<file path="src/hdl/port_role_regs.vh">
// Register offsets, field positions, reset values and the behaviour list for the CC control bank.
// Notes on behaviour
// - Port control at 0x19, resets 0x00, bits 7:5 read zero.
// - Debug indication owner bit 4 resets 0; host writes 1 to own it.
// - Stretch policy bits 3:2 read-only 00; serial clock is never stretched.
// - Test mode set: accepted messages get GoodCRC, no alert; clear: alert.
// - Orientation 0: VCONN on CC2, monitor CC1; 1: VCONN on CC1, monitor CC2.
// - Role control at 0x1A, resets 0x0A, bit 7 reads zero.
// - Dual-role 0: fields fix terminations; 1: port toggles as dual-role.
// - Pull-up level 00 default, 01 1.5 A, 10 3 A, 11 reserved.
// - Per-line field 00 Ra, 01 Rp, 10 Rd, 11 open; reset 10.
// - Fault control at 0x1B, resets 0x06, bits 7:5 read-only, bit 0 writable.
// - Shutoff block bit 4 resets 0, stored but has no effect.
// - Discharge timer bit 3: 0 enables timer, 1 disables it; resets 0.
// - Overcurrent guard bit 2 resets 1, stored but has no effect.
// - Overvoltage guard bit 1 resets 1, stored but has no effect.
// - Power control at 0x1C, resets 0x60.
// - Cable power bit sources VCONN onto the line chosen by orientation.
`ifndef PORT_ROLE_REGS_VH
`define PORT_ROLE_REGS_VH
`define PORT_CONTROL_ADDR       8'h19
`define ROLE_CONTROL_ADDR       8'h1A
`define FAULT_CONTROL_ADDR      8'h1B
`define POWER_CONTROL_ADDR      8'h1C
`define PORT_CONTROL_RESET      8'h00
`define ROLE_CONTROL_RESET      8'h0A
`define FAULT_CONTROL_RESET     8'h06
`define POWER_CONTROL_RESET     8'h60
`define PORT_CONTROL_WMASK      8'h13
`define ROLE_CONTROL_WMASK      8'h7F
`define FAULT_CONTROL_WMASK     8'h1F
`define POWER_CONTROL_WMASK     8'h7F
`define PORT_FLIP_BIT           0
`define PORT_TEST_BIT           1
`define PORT_DEBUG_OWNER_BIT    4
`define ROLE_CC1_LSB            0
`define ROLE_CC2_LSB            2
`define ROLE_LEVEL_LSB          4
`define ROLE_DUAL_BIT           6
`define FAULT_GUARD_OVP_BIT     1
`define FAULT_GUARD_OCP_BIT     2
`define FAULT_TIMER_OFF_BIT     3
`define FAULT_SHUTOFF_BIT       4
`define POWER_CABLE_POWER_BIT   0
`define TERM_RA                 2'h0
`define TERM_RP                 2'h1
`define TERM_RD                 2'h2
`define TERM_OPEN               2'h3
`define LEVEL_RESERVED          2'h3
`define TOGGLE_HALF_US          35
`define TOGGLE_HALF_CYCLES      ((`TOGGLE_HALF_US * 100) / 1)
`define TOGGLE_HALF_LAST        16'h0DAB
`endif

</file>
<file path="src/hdl/port_role_fault_control.v">
// Control register bank for CC termination, orientation, test mode and fault enables.
`include "port_role_regs.vh"
module port_role_fault_control (
   input  wire       CLK_SYS,
   input  wire       RSTN,
   input  wire       WR_EN,
   input  wire       RD_EN,
   input  wire [7:0] ADDR,
   input  wire [7:0] WR_DATA,
   output reg  [7:0] RD_DATA,
   output reg        RD_VALID,
   input  wire       RX_MSG_ACCEPTED,
   output reg        GOODCRC_REQ,
   output reg        RX_ALERT,
   output reg        VCONN_CC1,
   output reg        VCONN_CC2,
   output reg        BMC_MONITOR_CC2,
   output reg        CC1_RA,
   output reg        CC1_RD,
   output reg  [1:0] CC1_RP,
   output reg        CC2_RA,
   output reg        CC2_RD,
   output reg  [1:0] CC2_RP,
   output reg        DUAL_ROLE_PHASE_SRC,
   output reg        DISCHARGE_TIMER_EN,
   output reg        DEBUG_OWNER_HOST
);
   wire [7:0] port_control;
   wire [7:0] role_control;
   wire [7:0] fault_control;
   wire [7:0] power_control;
   wire       cc1_ra;
   wire       cc1_rd;
   wire [1:0] cc1_rp;
   wire       cc2_ra;
   wire       cc2_rd;
   wire [1:0] cc2_rp;
   reg  [15:0] toggle_count_reg;
   reg         toggle_phase_reg;

   reg_field #(.RESET_VALUE(`PORT_CONTROL_RESET), .WRITE_MASK(`PORT_CONTROL_WMASK)) u_port (
      .clk     (CLK_SYS),
      .rst_n   (RSTN),
      .wr_en   (WR_EN && (ADDR == `PORT_CONTROL_ADDR)),
      .wr_data (WR_DATA),
      .value   (port_control)
   );
   reg_field #(.RESET_VALUE(`ROLE_CONTROL_RESET), .WRITE_MASK(`ROLE_CONTROL_WMASK)) u_role (
      .clk     (CLK_SYS),
      .rst_n   (RSTN),
      .wr_en   (WR_EN && (ADDR == `ROLE_CONTROL_ADDR)),
      .wr_data (WR_DATA),
      .value   (role_control)
   );
   reg_field #(.RESET_VALUE(`FAULT_CONTROL_RESET), .WRITE_MASK(`FAULT_CONTROL_WMASK)) u_fault (
      .clk     (CLK_SYS),
      .rst_n   (RSTN),
      .wr_en   (WR_EN && (ADDR == `FAULT_CONTROL_ADDR)),
      .wr_data (WR_DATA),
      .value   (fault_control)
   );
   reg_field #(.RESET_VALUE(`POWER_CONTROL_RESET), .WRITE_MASK(`POWER_CONTROL_WMASK)) u_power (
      .clk     (CLK_SYS),
      .rst_n   (RSTN),
      .wr_en   (WR_EN && (ADDR == `POWER_CONTROL_ADDR)),
      .wr_data (WR_DATA),
      .value   (power_control)
   );

   cc_line_drive u_cc1 (
      .term    (role_control[`ROLE_CC1_LSB+1:`ROLE_CC1_LSB]),
      .level   (role_control[`ROLE_LEVEL_LSB+1:`ROLE_LEVEL_LSB]),
      .pull_ra (cc1_ra),
      .pull_rd (cc1_rd),
      .pull_rp (cc1_rp)
   );
   cc_line_drive u_cc2 (
      .term    (role_control[`ROLE_CC2_LSB+1:`ROLE_CC2_LSB]),
      .level   (role_control[`ROLE_LEVEL_LSB+1:`ROLE_LEVEL_LSB]),
      .pull_ra (cc2_ra),
      .pull_rd (cc2_rd),
      .pull_rp (cc2_rp)
   );

   // Dual-role toggling alternates Rp and Rd on both lines at a fixed half period.
   always @(posedge CLK_SYS) begin
      if (!RSTN) begin
         toggle_count_reg <= 16'h0000;
         toggle_phase_reg <= 1'b0;
      end else if (!role_control[`ROLE_DUAL_BIT]) begin
         toggle_count_reg <= 16'h0000;
         toggle_phase_reg <= 1'b0;
      end else if (toggle_count_reg == `TOGGLE_HALF_LAST) begin
         toggle_count_reg <= 16'h0000;
         toggle_phase_reg <= ~toggle_phase_reg;
      end else begin
         toggle_count_reg <= toggle_count_reg + 16'h0001;
      end
   end

   always @(posedge CLK_SYS) begin
      if (!RSTN) begin
         RD_DATA             <= 8'h00;
         RD_VALID            <= 1'b0;
         GOODCRC_REQ         <= 1'b0;
         RX_ALERT            <= 1'b0;
         VCONN_CC1           <= 1'b0;
         VCONN_CC2           <= 1'b0;
         BMC_MONITOR_CC2     <= 1'b0;
         CC1_RA              <= 1'b0;
         CC1_RD              <= 1'b1;
         CC1_RP              <= 2'h0;
         CC2_RA              <= 1'b0;
         CC2_RD              <= 1'b1;
         CC2_RP              <= 2'h0;
         DUAL_ROLE_PHASE_SRC <= 1'b0;
         DISCHARGE_TIMER_EN  <= 1'b1;
         DEBUG_OWNER_HOST    <= 1'b0;
      end else begin
         RD_VALID <= RD_EN;
         if (!RD_EN) begin
            RD_DATA <= 8'h00;
         end else if (ADDR == `PORT_CONTROL_ADDR) begin
            RD_DATA <= port_control;
         end else if (ADDR == `ROLE_CONTROL_ADDR) begin
            RD_DATA <= role_control;
         end else if (ADDR == `FAULT_CONTROL_ADDR) begin
            RD_DATA <= fault_control;
         end else if (ADDR == `POWER_CONTROL_ADDR) begin
            RD_DATA <= power_control;
         end else begin
            RD_DATA <= 8'h00;
         end
         // Every accepted message is acknowledged; test mode only hides it from the host.
         GOODCRC_REQ <= RX_MSG_ACCEPTED;
         RX_ALERT    <= RX_MSG_ACCEPTED && !port_control[`PORT_TEST_BIT];
         VCONN_CC1   <= power_control[`POWER_CABLE_POWER_BIT] && port_control[`PORT_FLIP_BIT];
         VCONN_CC2   <= power_control[`POWER_CABLE_POWER_BIT] && !port_control[`PORT_FLIP_BIT];
         BMC_MONITOR_CC2 <= port_control[`PORT_FLIP_BIT];
         if (role_control[`ROLE_DUAL_BIT]) begin
            // Rp advertisement in the source phase uses the programmed level.
            CC1_RA <= 1'b0;
            CC2_RA <= 1'b0;
            CC1_RD <= !toggle_phase_reg;
            CC2_RD <= !toggle_phase_reg;
            CC1_RP <= toggle_phase_reg ? cc1_rp_level(role_control) : 2'h0;
            CC2_RP <= toggle_phase_reg ? cc1_rp_level(role_control) : 2'h0;
         end else begin
            CC1_RA <= cc1_ra;
            CC1_RD <= cc1_rd;
            CC1_RP <= cc1_rp;
            CC2_RA <= cc2_ra;
            CC2_RD <= cc2_rd;
            CC2_RP <= cc2_rp;
         end
         DUAL_ROLE_PHASE_SRC <= role_control[`ROLE_DUAL_BIT] && toggle_phase_reg;
         DISCHARGE_TIMER_EN  <= !fault_control[`FAULT_TIMER_OFF_BIT];
         // Owner flag is exported for completeness; this device takes no action on it.
         DEBUG_OWNER_HOST    <= port_control[`PORT_DEBUG_OWNER_BIT];
      end
   end

   // Rp code: 1 default, 2 for 1.5 A, 3 for 3 A; reserved level falls back to default.
   function [1:0] cc1_rp_level;
      input [7:0] role;
      begin
         if (role[`ROLE_LEVEL_LSB+1:`ROLE_LEVEL_LSB] == `LEVEL_RESERVED) begin
            cc1_rp_level = 2'h1;
         end else begin
            cc1_rp_level = role[`ROLE_LEVEL_LSB+1:`ROLE_LEVEL_LSB] + 2'h1;
         end
      end
   endfunction
endmodule // port_role_fault_control

</file>
<file path="src/hdl/reg_field.v">
// One eight-bit control register with a write mask; masked bits hold their reset value.
`include "port_role_regs.vh"
module reg_field #(
   parameter [7:0] RESET_VALUE = 8'h00,
   parameter [7:0] WRITE_MASK  = 8'hFF
) (
   input  wire       clk,
   input  wire       rst_n,
   input  wire       wr_en,
   input  wire [7:0] wr_data,
   output reg  [7:0] value
);
   always @(posedge clk) begin
      if (!rst_n) begin
         value <= RESET_VALUE;
      end else if (wr_en) begin
         // Only writable bits change; fixed bits keep their reset value.
         value <= (wr_data & WRITE_MASK) | (RESET_VALUE & ~WRITE_MASK);
      end
   end
endmodule // reg_field

</file>
<file path="src/hdl/cc_line_drive.v">
// Termination decode for one CC line.
`include "port_role_regs.vh"
module cc_line_drive (
   input  wire [1:0] term,
   input  wire [1:0] level,
   output reg        pull_ra,
   output reg        pull_rd,
   output reg  [1:0] pull_rp
);
   always @* begin
      pull_ra = 1'b0;
      pull_rd = 1'b0;
      pull_rp = 2'h0;
      case (term)
         `TERM_RA: pull_ra = 1'b1;
         `TERM_RP: pull_rp = (level == `LEVEL_RESERVED) ? 2'h1 : level + 2'h1;
         `TERM_RD: pull_rd = 1'b1;
         default:  pull_ra = 1'b0;
      endcase
   end
endmodule // cc_line_drive

</file>
<file path="config.mk">
export PLATFORM = sky130hd
export DESIGN_NAME = port_role_fault_control
export DESIGN_NICKNAME = d
export VERILOG_FILES = /design/src/hdl/port_role_fault_control.v /design/src/hdl/reg_field.v /design/src/hdl/cc_line_drive.v
export VERILOG_INCLUDE_DIRS = /design/src /design/src/hdl
export SDC_FILE = /design/constraint.sdc
export NUM_CORES = 1
export LEC_CHECK = 0
export ABC_CLOCK_PERIOD_IN_PS = 2200
export BUFFER_PORTS_ARGS = -buffer_cell sky130_fd_sc_hd__buf_2
export CORE_ASPECT_RATIO = 1.25
export CORE_MARGIN = 5
export CORE_UTILIZATION = 54
export CTS_BUF_LIST = sky130_fd_sc_hd__clkbuf_16
export CTS_CLUSTER_DIAMETER = 100
export DETAILED_ROUTE_END_ITERATION = 12
export HOLD_SLACK_MARGIN = 0.1
export PLACE_DENSITY = 0.79
export SETUP_SLACK_MARGIN = 0.05
export SLEW_MARGIN = 10
export SYNTH_ARGS = -nofsm -noshare
export SYNTH_HDL_FRONTEND = slang
export SYNTH_SLANG_ARGS = --single-unit
</file>
<file path="constraint.sdc">
create_clock -name CLK_SYS -period 2.2 [get_ports CLK_SYS]
set_input_delay 0.66 -clock CLK_SYS [delete_from_list [all_inputs] [get_ports CLK_SYS]]
set_output_delay 0.66 -clock CLK_SYS [all_outputs]
set_load 0.1 [all_outputs]
</file>
==> out/results.env, run 1 <==
VIA_COUNT=2063
SYNTH_ENABLE_FLOP_CELLS=0
DOMINANTREGCELLSYNTH='dfxtp_1'
CP_REQUIRED_PS=2410
FIRST_GLOBAL_VIAS=1990
SETUP_TNS_PS=0
POSTSYNTHREGISTERBITS=63
DRT_ITER0_MARKERS=130
FMAX_GHz=0.536
DIE_Y_UM=86.2
TOTAL_LEAKAGE_POWER_nW=1.26
SYNTHESIS.AREA_MM2=0.00251
FINALHOLDVIOLATIONS=0
CRITPATHTOPFAMILY='simple AND/OR/NAND/NOR gates'
SETUP-VIOLATIONS-FINAL=0
SYN_AREA_PER_CELL_UM2=9.15
DESIGN.PORTCOUNT=46
CTS_TREE='done'
FIN_NETS=342
CTS-BUFFERS-INSERTED=9
CRIT_BUF_INV=1
NUMBER_OF_ANTENNA_VIOLATIONS_AT_THE_FIRST_CHECK_IN_GLOBAL_ROUTING=0
GLOBALROUTETOTALUTIL_PCT=18.6
ASYNCSETRESETFLOPFRACSYNTH_PCT=0
FINALCRITICALPERIOD_PS=1870
LARGEST_NET_DEGREE_AT_THE_START_OF_GLOBAL_ROUTING=44
WORST_SKEW_PAIR.LATE_LATENCY_PS=320
SYN2LAYOUT_AREA_GROWTH_PCT=20.5
LARGEST_REG_FLOPS=16
LAYOUT_WORST_PATH_CYCLE_SHARE_PCT=84.8
OUTCOME='finished clean'
DETAIL_ROUTE.VIAS_PER_CELL=5.40
CTS.SINK_COUNT=63
MAX_CAP_VIOLATIONS=0
CTS_HOLD_BUF=0
TIMING.CRITICAL_PATH.CELLS='or4_1 -> nor4_2 -> or2_1 -> buf_4 -> nor2_1'
SYNTHESIS.NETS=297
CLK_PATH_BUF_DEPTH=2
FLOORPLAN.INITIALDENSITY_PCT=56.2
POWER.DENSITY_CELL_AREA_mW_PER_MM2=847
GRT_UTIL_MET3_PCT=3.94
TOTAL_POWER_OF_THE_FINAL_LAYOUT_mW=2.56
PORT-BUFFER-COUNT=43
FIN_HOLD_WS_PS=412
SYNTH.DISTINCT_CELLS=39
DRT_WL_TOTAL_UM=5220
CORE.ROWCOUNT=27
GR-USAGE-MET2_PCT=32.3
INSTANCE_COUNT_OF_THE_MAPPED_NETLIST=274
POSTCTSRESIZEDCELLS=0
POSTCTSSETUPREPAIRBUFS=0
SKEW_FINAL_PS=5.77
SYNTH_SEQ_AREA_SHARE_PCT=50.3
SETUP_REPAIR_AFTER_GLOBAL_ROUTING_MISSED_ITS_MARGIN='no'
LAUNCHING_ELEMENT_TYPE_OF_THE_CRITICAL_PATH='flop'
GP_CONGESTION=0.819
ANTENNA-DIODE-COUNT=0
CHIPWIDTH_UM=71.0
DRV_SLEW=0
HOLDCRITPATHCLASS='flop to flop'
CLK_ROOT_BUFFER_CELL='clkbuf_16'
DRIVE_GT1_SHARE_PCT=21.6
WORST_SETUP_PATH_END_KIND='flop'
DIE_AREA_MM2=0.00611
WORST_IR_DROP_VDD_mV=0.698
POST_DP_HPWL_UM=3700
MOSTFREQUENTLAYOUTCELL='dfxtp_1'
MET1_RESOURCE_USE_GR_PCT=20.2
CRITICAL_PATH.MAX_STAGE_DELAY_PS=560
CLKTRANSATPATHREGS_PS=50
DRT-PASS1-ITER-COUNT=7
POSTROUTEANTENNANETS=0
FLOORPLAN.CORE_AREA_MM2=0.00446
CP.ARRIVAL_PS=2070
MOSTFREQUENTLAYOUTCELLS='dfxtp_1 (63), buf_2 (43), nand2_1 (30), nor2_1 (28), nand3_1 (18)'
DETAIL_ROUTE.DRC_VIOLATIONS=0
GRT_OVERFLOW=0
GRT_PASS1_WL_UM=8830
PATH_CLASS='flop to flop'
WORST_PATH_MAX_DELAY_CELL='or4_1'
PATH_MAX_FANOUT=16
ROUTEDWLPERCELL_UM=13.7
CTS-HTREE-LEVELS=3
GR_BUSIEST_METAL='met2'
YOSYS_WARNINGS=0
-- final cells by class --
class                   instances  area, um^2
inverters                       7        26.3
flip-flops and latches         63        1260
clock buffers                   9         225
repair buffers                 52         283
well taps                      58        72.6
multi-input cells             186        1100
fillers                       381        1440
clock inverters                 7        56.3
-- worst paths after layout --
check | start | endpoint | slack [ps] | cells after the start
setup reg to reg | toggle_count_reg[4]$_SDFF_PP0_ | toggle_count_reg[6]$_SDFF_PP0_ | 330 | 5
hold reg to reg | u_fault.value[3]$_SDFFE_PN0P_ | DISCHARGE_TIMER_EN$_SDFF_PN1_ | 410 | 1
hold / removal | u_fault.value[3]$_SDFFE_PN0P_ | DISCHARGE_TIMER_EN$_SDFF_PN1_ | 410 | 1
setup / recovery | toggle_count_reg[4]$_SDFF_PP0_ | toggle_count_reg[6]$_SDFF_PP0_ | 330 | 5
-- cells by family after synthesis --
| logic type | share of synthesized area, % |
|---|---|
| AO/OA/AOI/OAI | 8.23 |
| XOR/XNOR | 4.54 |
| adder cells (fa/ha/maj) | 0.998 |
| buffers and inverters | 5.94 |
| flip-flops | 50.3 |
| multiplexers | 4.49 |
| other | 0.150 |
| AND/OR/NAND/NOR | 25.3 |
-- where the power goes --
group / switching (mW) / internal [mW] / total (mW) / leakage [nW]
Clock: 0.450 / 0.855 / 1.30 / 0.149
Combinational: 0.0742 / 0.0313 / 0.106 / 0.598
Sequential: 0.00101 / 1.15 / 1.15 / 0.508
Total: 0.525 / 2.03 / 2.56 / 1.26
-- routing by layer --
metal / share of wire [%] / up-vias
met2: 54 / 40
met5: 0 / -
li1: - / 1042
met3: 3.6 / 10
met4: 2.1 / 0
met1: 41 / 971
-- per-stage QoR --
step / util (%) / cells / instance area, um^2 / setup WS (ps)
6_report: 67.8 / 382 / 3020 / 335
5_1_grt: 67.8 / 382 / 3020 / 212
4_1_cts: 67.8 / 382 / 3020 / 349
3_5_place_dp: 61.4 / 366 / 2740 / 168
3_3_place_gp: 61.4 / 366 / 2740 / 177
2_1_floorplan: - / 274 / 2510 / 372
-- synthesized netlist by cell type (2+ instances only) --
master / count / area, um^2
dfxtp_1: 63 / 1260
nand2_1: 30 / 113
nor2_1: 28 / 105
nand3_1: 18 / 90.1
o21ai_0: 17 / 85.1
nand4_1: 12 / 75.1
clkbuf_1: 10 / 37.5
mux2i_1: 9 / 90.1
xor2_1: 8 / 70.1
inv_1: 7 / 26.3
nand2b_1: 7 / 43.8
a21oi_1: 6 / 30.0
and3_1: 5 / 31.3
nor3_1: 5 / 25.0
xnor2_1: 5 / 43.8
a22oi_1: 4 / 30.0
buf_6: 4 / 45.0
a222oi_1: 3 / 30.0
and2_1: 3 / 18.8
nor2b_1: 3 / 18.8
or4_1: 3 / 22.5
a211oi_1: 2 / 15.0
and4_1: 2 / 17.5
buf_4: 2 / 15.0
ha_1: 2 / 25.0
mux2_2: 2 / 22.5
nor4_1: 2 / 12.5
Note: power is estimated with default switching activity, not from simulation.
==> inputs of run 2 (changes only) <==
Settings changed: ABC_CLOCK_PERIOD_IN_PS 2200 to 1800.
Clock period 2.2 ns to 1.8 ns, I/O delays scaled along.
==> run 2 against run 1 <==
Compared with the run above: sequential power grew 22%; critical path depth did not move; die area is the same.
==> out/results.env, run 2 (synthesis gave the netlist of run 1 again) <==
OUTCOME='finished clean'  # unchanged
CTS-BUFFERS-INSERTED=9  # unchanged
POSTROUTEANTENNANETS=0  # unchanged
TOTAL_POWER_OF_THE_FINAL_LAYOUT_mW=2.96  # was 2.56 mW
NUMBER_OF_ANTENNA_VIOLATIONS_AT_THE_FIRST_CHECK_IN_GLOBAL_ROUTING=0  # unchanged
POWER.DENSITY_CELL_AREA_mW_PER_MM2=958  # was 847 mW/mm^2
DETAIL_ROUTE.DRC_VIOLATIONS=0  # unchanged
PATH_CLASS='flop to flop'  # unchanged
CLK_ROOT_BUFFER_CELL='clkbuf_16'  # unchanged
DETAIL_ROUTE.VIAS_PER_CELL=5.27  # was 5.40
FIN_HOLD_WS_PS=409  # was 412 ps
SETUP_REPAIR_AFTER_GLOBAL_ROUTING_MISSED_ITS_MARGIN='no'  # unchanged
POST_DP_HPWL_UM=4000  # was 3700 um
FIRST_GLOBAL_VIAS=2078  # was 1990
FINALHOLDVIOLATIONS=0  # unchanged
FLOORPLAN.INITIALDENSITY_PCT=56.2  # unchanged
DRT_ITER0_MARKERS=102  # was 130
CLKTRANSATPATHREGS_PS=50  # about the same
CTS.SINK_COUNT=63  # unchanged
DRT-PASS1-ITER-COUNT=6  # was 7
WORST_IR_DROP_VDD_mV=0.681  # was 0.698 mV
WORST_SETUP_PATH_END_KIND='flop'  # unchanged
SETUP-VIOLATIONS-FINAL=0  # unchanged
LAUNCHING_ELEMENT_TYPE_OF_THE_CRITICAL_PATH='flop'  # unchanged
FMAX_GHz=0.611  # was 0.536 GHz
GP_CONGESTION=0.899  # was 0.819
CRIT_BUF_INV=1  # unchanged
CRITICAL_PATH.REG2REG.ENDPOINT='toggle_count_reg[14]$_SDFF_PP0_'  # was toggle_count_reg[6]$_SDFF_PP0_
CP_REQUIRED_PS=2000  # was 2410 ps
WORST_SKEW_PAIR.LATE_LATENCY_PS=320  # about the same
CP.ARRIVAL_PS=1840  # was 2070 ps
CRITPATHTOPFAMILY='simple AND/OR/NAND/NOR gates'  # unchanged
ROUTEDWLPERCELL_UM=14.0  # was 13.7 um
DESIGN.PORTCOUNT=46  # unchanged
CRITICAL_PATH.MAX_STAGE_DELAY_PS=530  # was 560 ps
MOSTFREQUENTLAYOUTCELL='dfxtp_1'  # unchanged
REGTOREGSETUPSLACK_PS=160  # was 330 ps
MIN_PATH_CELLS=1  # unchanged
VIA_COUNT=2067  # was 2063
FIN_WS_PS=162  # was 335 ps
FINALCRITICALPERIOD_PS=1640  # was 1870 ps
LARGEST_REG_FLOPS=16  # unchanged
DRV_SLEW=0  # unchanged
WORSTHOLDENDPOINT='DISCHARGE_TIMER_EN$_SDFF_PN1_'  # unchanged
SYN2LAYOUT_AREA_GROWTH_PCT=23.3  # was 20.5%
TIMING.HOLD.WORST.START='u_fault.value[3]$_SDFFE_PN0P_'  # unchanged
DIE_Y_UM=86.2  # unchanged
GLOBALROUTETOTALUTIL_PCT=19.5  # was 18.6%
CLK_PATH_BUF_DEPTH=2  # unchanged
DRIVE_GT1_SHARE_PCT=23.1  # was 21.6%
HOLDCRITPATHCLASS='flop to flop'  # unchanged
LAYOUT_WORST_PATH_CYCLE_SHARE_PCT=91.0  # was 84.8%
DIE_AREA_MM2=0.00611  # unchanged
CORE.ROWCOUNT=27  # unchanged
MOSTFREQUENTLAYOUTCELLS='dfxtp_1 (63), buf_2 (43), nand2_1 (30), nor2_1 (28)'  # was dfxtp_1 (63), buf_2 (43), nand2_1 (30), nor2_1 (28), nand3_1 (18)
FIN_NETS=352  # was 342
ANTENNA-DIODE-COUNT=0  # unchanged
LARGEST_NET_DEGREE_AT_THE_START_OF_GLOBAL_ROUTING=30  # was 44
MAX_CAP_VIOLATIONS=0  # unchanged
TIMING.REG2REG.WORST_PATH_DEPTH=5  # unchanged
WORST_PATH_MAX_DELAY_CELL='or4_4'  # was or4_1
FLOORPLAN.CORE_AREA_MM2=0.00446  # unchanged
PORT-BUFFER-COUNT=43  # unchanged
CHIPWIDTH_UM=71.0  # unchanged
TOTAL_LEAKAGE_POWER_nW=1.30  # was 1.26 nW
FINAL_UTIL_PCT=69.3  # was 67.8%
PRECTSSETUPSLACK_PS=-6.85  # was 168 ps
CTS_TREE='done'  # unchanged
LAUNCHING_POINT_OF_THE_WORST_REG2REG_PATH='toggle_count_reg[13]$_SDFF_PP0_'  # was toggle_count_reg[4]$_SDFF_PP0_
TIMING.CRITICAL_PATH.CELLS='or4_4 -> nor4_4 -> or2_1 -> buf_12 -> a21oi_1'  # was or4_1 -> nor4_2 -> or2_1 -> buf_4 -> nor2_1
GRT_PASS1_WL_UM=9370  # was 8830 um
CTS-HTREE-LEVELS=3  # unchanged
GRT_OVERFLOW=0  # unchanged
DRT_WL_TOTAL_UM=5500  # was 5220 um
SKEW_FINAL_PS=4.05  # was 5.77 ps
PATH_MAX_FANOUT=16  # unchanged
[run 2: worst max path at each step]
stage | start | endpoint | slack (ps) | depth (start not counted)
final | toggle_count_reg[13]$_SDFF_PP0_ | toggle_count_reg[14]$_SDFF_PP0_ | 160 | 5
after global routing | toggle_count_reg[13]$_SDFF_PP0_ | toggle_count_reg[5]$_SDFF_PP0_ | 80 | 5
after CTS | toggle_count_reg[9]$_SDFF_PP0_ | toggle_count_reg[11]$_SDFF_PP0_ | 90 | 5
after detailed placement | ADDR[5] | u_power.value[0]$_SDFFE_PN0P_ | -7 | 7
after global placement | ADDR[5] | u_power.value[4]$_SDFFE_PN0P_ | 30 | 7
after floorplan | toggle_count_reg[6]$_SDFF_PP0_ | toggle_count_reg[15]$_SDFF_PP0_ | 80 | 7
[run 2: power breakdown]
part	leakage, nW	total (mW)	switching [mW]	internal [mW]
clock network	0.141	1.43	0.535	0.892
logic	0.654	0.132	0.0914	0.0409
registers	0.508	1.40	0.00137	1.40
[run 2: final cells by class]
type	count	area [um^2]
Clock inverter	7	26.3
Timing Repair Buffer	62	370
Tap cell	58	72.6
Sequential cell	63	1260
Clock buffer	9	225
Fill cell	377	1370
Inverter	7	26.3
Multi-Input combinational cell	186	1110
[run 2: what timing repair did]
action | CTS | global route
pin swaps | 2 | 2
setup endpoints to repair | 16 | 16
hold buffers | 0 | 0
buffers inserted | 0 | 0
resized for setup | 1 | 1
[run 2: metal layers]
| metal | track usage, % | vias up | routed length (um) |
|---|---|---|---|
| met4 | 9.06 | 0 | 137 |
| li1 | - | 1058 | - |
| met5 | 0 | - | 0 |
| met2 | 34.6 | 47 | 2920 |
| met3 | 5.92 | 13 | 240 |
| met1 | 21.1 | 949 | 2200 |
[run 2: stage by stage]
stage	std cells	cell area, um^2	TNS [ps]
finish	392	3090	0
global route	392	3090	0
CTS	392	3090	0
detailed placement	376	2830	-6.85
global placement	376	2830	0
floorplan	274	2510	0
